### src/hw/epl_pkg.sv
// Constants of the per-port configuration loader: word addresses,
// field positions, default values and the register map.
// Assumes one core clock and an APB register port.
package epl_pkg;
    // Image word addresses, in load order
    localparam logic [7:0] WORD_PM_DATA = 8'h55;
    localparam logic [7:0] WORD_PORT0 = 8'h60;
    localparam logic [7:0] WORD_PORT1 = 8'h62;
    localparam logic [7:0] WORD_PORT2 = 8'h64;
    localparam int NUM_WORDS = 4;

    // Field positions inside an image word
    localparam int W_SLOT_IMPL = 0;
    localparam int W_SLOT_CLK = 1;
    localparam int W_DSI = 2;
    localparam int W_LOW_VC = 3;
    localparam int W_PNUM_LSB = 4;
    localparam int W_PNUM_MSB = 6;
    localparam int W_TCMAP_LSB = 9;
    localparam int W_TCMAP_MSB = 15;
    localparam int W_PMDATA_LSB = 8;
    localparam int W_PMDATA_MSB = 15;

    // Configuration space dword offsets and field positions
    localparam logic [11:0] CFG_DSI_OFF = 12'h040;
    localparam int CFG_DSI_BIT = 21;
    localparam logic [11:0] CFG_PMDATA_OFF = 12'h044;
    localparam int CFG_PMDATA_LSB = 24;
    localparam logic [11:0] CFG_SLOT_IMPL_OFF = 12'h0C0;
    localparam int CFG_SLOT_IMPL_BIT = 24;
    localparam logic [11:0] CFG_PNUM_OFF = 12'h0CC;
    localparam int CFG_PNUM_LSB = 24;
    localparam logic [11:0] CFG_SLOT_CLK_OFF = 12'h0D0;
    localparam int CFG_SLOT_CLK_BIT = 28;
    localparam logic [11:0] CFG_LOW_VC_OFF = 12'h144;
    localparam int CFG_LOW_VC_BIT = 4;
    localparam logic [11:0] CFG_TCMAP_OFF = 12'h154;
    localparam int CFG_TCMAP_LSB = 1;

    // Reset values, kept until a present word is loaded
    localparam logic [15:0] DEF_PORT_WORD = 16'h0000;
    localparam logic [7:0] DEF_PM_DATA = 8'h00;

    // APB register byte offsets
    localparam logic [7:0] REG_CTRL = 8'h00;
    localparam logic [7:0] REG_STATUS = 8'h04;
    localparam logic [7:0] REG_CFG_SEL = 8'h08;
    localparam logic [7:0] REG_CFG_DATA = 8'h0C;
    localparam int CTRL_RELOAD_BIT = 0;
    localparam int ST_DONE_BIT = 0;
    localparam int ST_BUSY_BIT = 1;
    localparam int ST_PRESENT_LSB = 4;
    localparam int SEL_PORT_LSB = 12;
    localparam logic [13:0] CFG_SEL_RESET = 14'h0000;

    // Load sequencer states
    typedef enum logic [2:0] {
        EPL_IDLE = 3'b001,
        EPL_READ = 3'b010,
        EPL_DONE = 3'b100
    } epl_state_e;
endpackage

### src/hw/epl_loader.sv
// Per-port configuration loader of a three-port switch with APB access.
// Assumes the image word port and APB run on pclk; the word source
// answers a held read request with a one-cycle acknowledge.
//
// The register offsets and the APB slave port are this design's own decisions.
`timescale 1ns/100ps

module epl_loader #(
    parameter int NPORTS = 3
) (
    input wire logic pclk,
    input wire logic presetn,
    input wire logic psel,
    input wire logic penable,
    input wire logic pwrite,
    input wire logic [7:0] paddr,
    input wire logic [31:0] pwdata,
    output logic [31:0] prdata,
    output logic pready,
    output logic pslverr,
    output logic ee_rd_req,
    output logic [7:0] ee_rd_addr,
    input wire logic ee_rd_ack,
    input wire logic ee_rd_ok,
    input wire logic [15:0] ee_rd_data,
    output logic load_done,
    output logic [7:0] pm_data,
    output logic [NPORTS-1:0] slot_clk_conn,
    output logic [NPORTS-1:0] dsi_required,
    output logic [NPORTS-1:0] low_priority_vc_count,
    output logic [3*NPORTS-1:0] logical_port_num,
    output logic [7*NPORTS-1:0] tc_vc0_map,
    output logic [NPORTS-1:0] slot_impl
);
    epl_pkg::epl_state_e state_q;
    localparam int NUM_W = epl_pkg::NUM_WORDS;
    logic [1:0] idx_q;
    logic [NUM_W-1:0] present_q;
    logic [7:0] pm_q;
    logic [15:0] wd_q [NPORTS];
    logic [13:0] cfg_sel_q;
    logic [31:0] prdata_q;
    logic cfg_ok_q;
    logic [31:0] rd_mux;
    logic [31:0] cfg_dw;
    logic take;
    logic wr_fire;
    logic reload;
    logic sel_cfg;
    logic mapped;
    logic [1:0] sel_port;

    // Image word address for each load step
    function automatic logic [7:0] word_addr(input logic [1:0] i);
        case (i)
            2'h0: word_addr = epl_pkg::WORD_PM_DATA;
            2'h1: word_addr = epl_pkg::WORD_PORT0;
            2'h2: word_addr = epl_pkg::WORD_PORT1;
            default: word_addr = epl_pkg::WORD_PORT2;
        endcase
    endfunction

    // Handshake and bus decode
    assign take = (state_q == epl_pkg::EPL_READ) && ee_rd_ack;
    assign wr_fire = psel && penable && pready && pwrite;
    assign reload = wr_fire && paddr == epl_pkg::REG_CTRL &&
                    pwdata[epl_pkg::CTRL_RELOAD_BIT];
    assign sel_cfg = paddr == epl_pkg::REG_CFG_DATA;
    assign mapped = paddr == epl_pkg::REG_CTRL ||
                    paddr == epl_pkg::REG_STATUS ||
                    paddr == epl_pkg::REG_CFG_SEL || sel_cfg;
    assign ee_rd_req = state_q == epl_pkg::EPL_READ;
    assign ee_rd_addr = word_addr(idx_q);
    assign load_done = state_q == epl_pkg::EPL_DONE;

    // Load sequencer: starts at reset release, reruns on a reload in EPL_DONE
    always_ff @(posedge pclk or negedge presetn) begin
        if (!presetn) begin
            state_q <= epl_pkg::EPL_IDLE;
            idx_q <= 2'h0;
        end else begin
            case (state_q)
                epl_pkg::EPL_IDLE: begin
                    state_q <= epl_pkg::EPL_READ;
                    idx_q <= 2'h0;
                end
                epl_pkg::EPL_READ: begin
                    if (ee_rd_ack) begin
                        idx_q <= idx_q + 2'h1;
                        if (idx_q == 2'(NUM_W - 1)) begin
                            state_q <= epl_pkg::EPL_DONE;
                        end
                    end
                end
                epl_pkg::EPL_DONE: begin
                    if (reload) begin
                        state_q <= epl_pkg::EPL_READ;
                        idx_q <= 2'h0;
                    end
                end
                default: state_q <= epl_pkg::EPL_IDLE;
            endcase
        end
    end

    // Record which words were present in the last load
    always_ff @(posedge pclk or negedge presetn) begin
        if (!presetn) begin
            present_q <= '0;
        end else if (take) begin
            present_q[idx_q] <= ee_rd_ok;
        end
    end

    // Power management data, port 2 only
    always_ff @(posedge pclk or negedge presetn) begin
        if (!presetn) begin
            pm_q <= epl_pkg::DEF_PM_DATA;
        end else if (take && ee_rd_ok && idx_q == 2'h0) begin
            pm_q <= ee_rd_data[epl_pkg::W_PMDATA_MSB:
                               epl_pkg::W_PMDATA_LSB];
        end
    end
    assign pm_data = pm_q;

    // One image word per port, same layout for every port
    for (genvar p = 0; p < NPORTS; p++) begin : g_port
        always_ff @(posedge pclk or negedge presetn) begin
            if (!presetn) begin
                wd_q[p] <= epl_pkg::DEF_PORT_WORD;
            end else if (take && ee_rd_ok && idx_q == 2'(p + 1)) begin
                wd_q[p] <= ee_rd_data;
            end
        end
        assign slot_clk_conn[p] = wd_q[p][epl_pkg::W_SLOT_CLK];
        assign dsi_required[p] = wd_q[p][epl_pkg::W_DSI];
        assign low_priority_vc_count[p] =
            wd_q[p][epl_pkg::W_LOW_VC];
        assign logical_port_num[3*p +: 3] =
            wd_q[p][epl_pkg::W_PNUM_MSB:epl_pkg::W_PNUM_LSB];
        assign tc_vc0_map[7*p +: 7] =
            wd_q[p][epl_pkg::W_TCMAP_MSB:epl_pkg::W_TCMAP_LSB];
        // Port 0 has no slot bit
        assign slot_impl[p] = (p != 0) &&
            wd_q[p][epl_pkg::W_SLOT_IMPL];
    end

    // Configuration selector register
    always_ff @(posedge pclk or negedge presetn) begin
        if (!presetn) begin
            cfg_sel_q <= epl_pkg::CFG_SEL_RESET;
        end else if (wr_fire && paddr == epl_pkg::REG_CFG_SEL) begin
            cfg_sel_q <= pwdata[13:0];
        end
    end
    assign sel_port = cfg_sel_q[epl_pkg::SEL_PORT_LSB +: 2];

    // Configuration dword view of the selected port
    always_comb begin
        cfg_dw = 32'h0000_0000;
        if (32'(sel_port) < NPORTS) begin
            case ({cfg_sel_q[11:2], 2'b00})
                epl_pkg::CFG_DSI_OFF:
                    cfg_dw[epl_pkg::CFG_DSI_BIT] = dsi_required[sel_port];
                epl_pkg::CFG_PMDATA_OFF:
                    if (sel_port == 2'h2) begin
                        cfg_dw[epl_pkg::CFG_PMDATA_LSB +: 8] = pm_q;
                    end
                epl_pkg::CFG_SLOT_IMPL_OFF:
                    cfg_dw[epl_pkg::CFG_SLOT_IMPL_BIT] = slot_impl[sel_port];
                epl_pkg::CFG_PNUM_OFF:
                    cfg_dw[epl_pkg::CFG_PNUM_LSB +: 3] =
                        logical_port_num[3*sel_port +: 3];
                epl_pkg::CFG_SLOT_CLK_OFF:
                    cfg_dw[epl_pkg::CFG_SLOT_CLK_BIT] =
                        slot_clk_conn[sel_port];
                epl_pkg::CFG_LOW_VC_OFF:
                    cfg_dw[epl_pkg::CFG_LOW_VC_BIT] =
                        low_priority_vc_count[sel_port];
                epl_pkg::CFG_TCMAP_OFF:
                    cfg_dw[epl_pkg::CFG_TCMAP_LSB +: 7] =
                        tc_vc0_map[7*sel_port +: 7];
                default: cfg_dw = 32'h0000_0000;
            endcase
        end
    end

    // Read data select
    always_comb begin
        rd_mux = 32'h0000_0000;
        case (paddr)
            epl_pkg::REG_STATUS: begin
                rd_mux[epl_pkg::ST_DONE_BIT] = load_done;
                rd_mux[epl_pkg::ST_BUSY_BIT] = ee_rd_req;
                rd_mux[epl_pkg::ST_PRESENT_LSB +: NUM_W] = present_q;
            end
            epl_pkg::REG_CFG_SEL: rd_mux[13:0] = cfg_sel_q;
            epl_pkg::REG_CFG_DATA: rd_mux = cfg_dw;
            default: rd_mux = 32'h0000_0000;
        endcase
    end

    // Read data is captured each selected cycle, one behind the address
    always_ff @(posedge pclk or negedge presetn) begin
        if (!presetn) begin
            prdata_q <= 32'h0000_0000;
            cfg_ok_q <= 1'b0;
        end else begin
            if (psel) begin
                prdata_q <= rd_mux;
            end
            cfg_ok_q <= load_done;
        end
    end
    assign prdata = prdata_q;

    // Configuration reads stall until one cycle after the load has finished
    assign pready = !sel_cfg || (load_done && cfg_ok_q);
    assign pslverr = psel && penable && !mapped;
endmodule // epl_loader

### config.mk
export PLATFORM = sky130hd
export DESIGN_NAME = epl_loader
export DESIGN_NICKNAME = d
export VERILOG_FILES = /design/src/hw/epl_pkg.sv /design/src/hw/epl_loader.sv
export SDC_FILE = /design/constraint.sdc
export NUM_CORES = 1
export LEC_CHECK = 0
export BUFFER_PORTS_ARGS = -buffer_cell sky130_fd_sc_hd__buf_2
export CAP_MARGIN = 10
export CORE_ASPECT_RATIO = 2
export CORE_UTILIZATION = 25
export CTS_BUF_LIST = sky130_fd_sc_hd__clkbuf_16
export CTS_CLUSTER_DIAMETER = 80
export DETAILED_ROUTE_END_ITERATION = 10
export SETUP_SLACK_MARGIN = 0.05
export SLEW_MARGIN = 10
export SYNTH_ARGS = -nofsm -noshare
export SYNTH_HDL_FRONTEND = slang
export SYNTH_SLANG_ARGS = --single-unit
### constraint.sdc
create_clock -name pclk -period 2.3 [get_ports pclk]
set_input_delay 0.345 -clock pclk [delete_from_list [all_inputs] [get_ports pclk]]
set_output_delay 0.345 -clock pclk [all_outputs]
set_load 0.01 [all_outputs]
==> out/results.ini <==
[layout]
antenna_cells = 0
fin_cells = 725
final_core_utilization_pct = 32.1
syn_to_final_growth_pct = 25.5
drive_above_1_share_pct = 46.0
final_nets = 572
design_area_mm2 = 0.00591

[placement]
dp.final_hpwl_um = 11200
portBuffers = 124
place_inst = 709
place_congestion = 0.815
place_area_mm2 = 0.00560

[worst_setup_path]
r2r_cells = 4
rr_startpoint = state_q[2]$_DFFE_PN0P_
slowest_delay_ps = 580
crit_cells = 6
slowest_stage = dfstp_2
worstSetupPathType = register to output pin
crit_chain = nand2b_1 > nor2_1 > buf_4 > a21oi_1 > nand2_1 > buf_2
cp_data_arrival_time_ps = 1700
startpoint = state_q[0]$_DFFE_PN1P_
critPathTopFamily = flip-flops
worstPathRequired_ps = 1960
r2r_end = logical_port_num[6]$_DFFE_PN0P_
r2r_setup_slack_ps = 280
cp-start-kind = register
path_buf_inv = 2
cp-end-kind = output pin
crit_end = pready
cp_max_fo = 5

[global_route]
grt_use_total_pct = 15.1
grt_first_pass_wirelength_um = 21800
grt_overflow_total = 0
antenna_found_initial = 0
grt_max_degree = 45
grt_pass1_vias = 3726

[timing]
fin_crit_ps = 2050
final.setup.tns_ps = 0
fin_skew_ps = 10.7
period_share_pct = 89.0
finalSetupViolations = 0
rsz0062_at_grt = no
finalHoldViolCount = 3
fmax_mhz = 488
holdWs_ps = -4.34
worstMarginPinSlew_ps = 647
slew_viol_final = 0
slew_headroom_pct = 56.8

[die]
core_mm2 = 0.0184
rows = 70
die_height_um = 196
initial_core_util_pct = 25.6
die_area_mm2 = 0.0194
die_w_um = 99.0
num_io_pins = 157

[clock_tree]
postCtsSetupBuffers = 0
cts.sinks = 96
cts_tree = yes
cts_hold_buf = 0
root_buffer = clkbuf_16
cts_buffers = 9
ctsResizeCount = 0
worstSkewPairLatency_ps = 350
htree_levels = 3
path_clk_slew_ps = 70
cts_buffer_depth = 2

[drt]
dr.first_iter.drc_count = 136
route.detailed.drc = 0
drt_wl_total_um = 14200
vias = 3570
viasPerCell = 4.92
wl_per_cell_um = 19.6
dr.pass1.iters = 4
ant_nets = 0

[yosys]
yosysTopAreaCellShare_pct = 50.5
yosys_register_bits = 96
synth_area_leaders = dfrtp_1 51%, mux2_4 8.6%, mux2_2 8.1%, o2bb2ai_1 4.5%, mux2i_1 2.8%
syn-instance-count = 368
synth_cell_types = 55
synth_ff_type = dfrtp_1
synth_largest_area_cell = dfrtp_1
seq_area_frac_synth_pct = 51.1
syn_area_mm2 = 0.00471
synth_edf_count = 0
async_flop_share_pct = 100
avgSynthCellArea_um2 = 12.8
ys_warn_count = 0

[power_and_ir_drop]
ir_drop_uv = 437
p_per_area_mw_per_mm2 = 954
p_leak_nw = 3.01

[outcome]
status = complete, but fails checks
violations = negative hold slack

[flow_run]
maxCapViolations = 0

[worst_hold_path]
hp-class = input port to async pin

==> routing by layer <==
layer  vias up  GRT usage, %  part of all wire (%)
li1       1598             -                     -
met1      1793          15.9                    36
met2       145          27.3                    54
met3        34          1.96                   3.7
met4         0          10.9                   5.5
met5         -             0                     0
==> cell families (layout without fill, tap and decap cells) <==
logic type / Yosys count / after routing / share of synthesized area (%)
muxes: 76 / 76 / 20.0
other: 2 / 13 / 0.160
AOI/OAI and AO/OA: 67 / 67 / 11.5
DFF: 96 / 96 / 51.1
adders and majority gates: 5 / 5 / 1.33
and+or+nand+nor: 87 / 87 / 11.2
buffers and inverters: 35 / 165 / 4.73
==> where the power goes <==
part           switching, W  total, W  internal [W]
clock              0.000650   0.00159      0.000943
sequential         0.000329   0.00240       0.00207
combinational      0.000843   0.00164      0.000800
==> how the worst min path moves through the flow <==
stage            start  slack [ps]  depth (start not counted)                         endpoint
2_1_floorplan  presetn          50                          0               cfg_ok_q$_DFF_PN0_
4_1_cts        presetn          30                          1     slot_clk_conn[1]$_DFFE_PN0P_
6_report       presetn          -4                          1  logical_port_num[2]$_DFFE_PN0P_
3_5_place_dp   presetn         400                          1  logical_port_num[6]$_DFFE_PN0P_
3_3_place_gp   presetn         390                          1  logical_port_num[8]$_DFFE_PN0P_
5_1_grt        presetn          40                          1  logical_port_num[6]$_DFFE_PN0P_
==> cells in the mapped netlist (5+ instances only) <==
cell type,number
a22oi_1,6
mux2_2,34
inv_1,5
nand2_1,31
ha_1,5
a21oi_1,10
dfrtp_1,95
nor2_1,13
a32oi_1,7
a22o_1,7
buf_2,6
o21ai_0,5
buf_4,14
mux2_4,27
mux2i_1,13
o2bb2ai_1,24
nor2b_1,5
==> area by class of cell <==
class,instances,area (um2)
Sequential cell,96,2400
Fill cell,1866,12500
Clock buffer,9,225
Clock inverter,7,87.6
Tap cell,216,270
Multi-Input combinational cell,248,2120
Inverter,6,22.5
Timing Repair Buffer,143,778
==> cell usage in the layout, fill, tap and decap left out, types with 3 or more instances in the layout <==
cell and n:
clkbuf_16 9, o21ai_0 5, nor2_1 13, and2_1 3
a32oi_1 7, mux2_2 34, mux2i_1 13, dfrtp_1 95
nand2_4 3, nor3_1 4, inv_1 6, conb_1 13
buf_2 123, nand3_1 4, nor2b_1 5, a22oi_1 6
a21oi_1 10, nand2_1 31, a22o_1 7, ha_1 5
o2bb2ai_1 24, and3_1 4, mux2_4 27, buf_4 19
==> registers in the layout, indices dropped and copies added, names as in the netlist <==
name	flops
cfg_sel_q	14
dsi_required	3
slot_clk_conn	3
present_q	4
logical_port_num	9
tc_vc0_map	21
low_priority_vc_count	3
state_q	3
prdata	23
cfg_ok_q	1
pm_data	8
slot_impl	2
idx_q	2
==> worst register-to-register path, delay by kind of cell (launching register included) <==
kind	cells	cell delay [ps]
and+or+nand+nor	3	1070
DFF	1	440
muxes	1	390
==> metrics by stage <==
stage,setup WS (ps),total power [W]
finish,252,0.00564
global route,128,0.00592
CTS,244,0.00570
detailed placement,249,0.00409
global placement,286,0.00403
floorplan,556,0.00334
(Power assumes the default switching activity.)
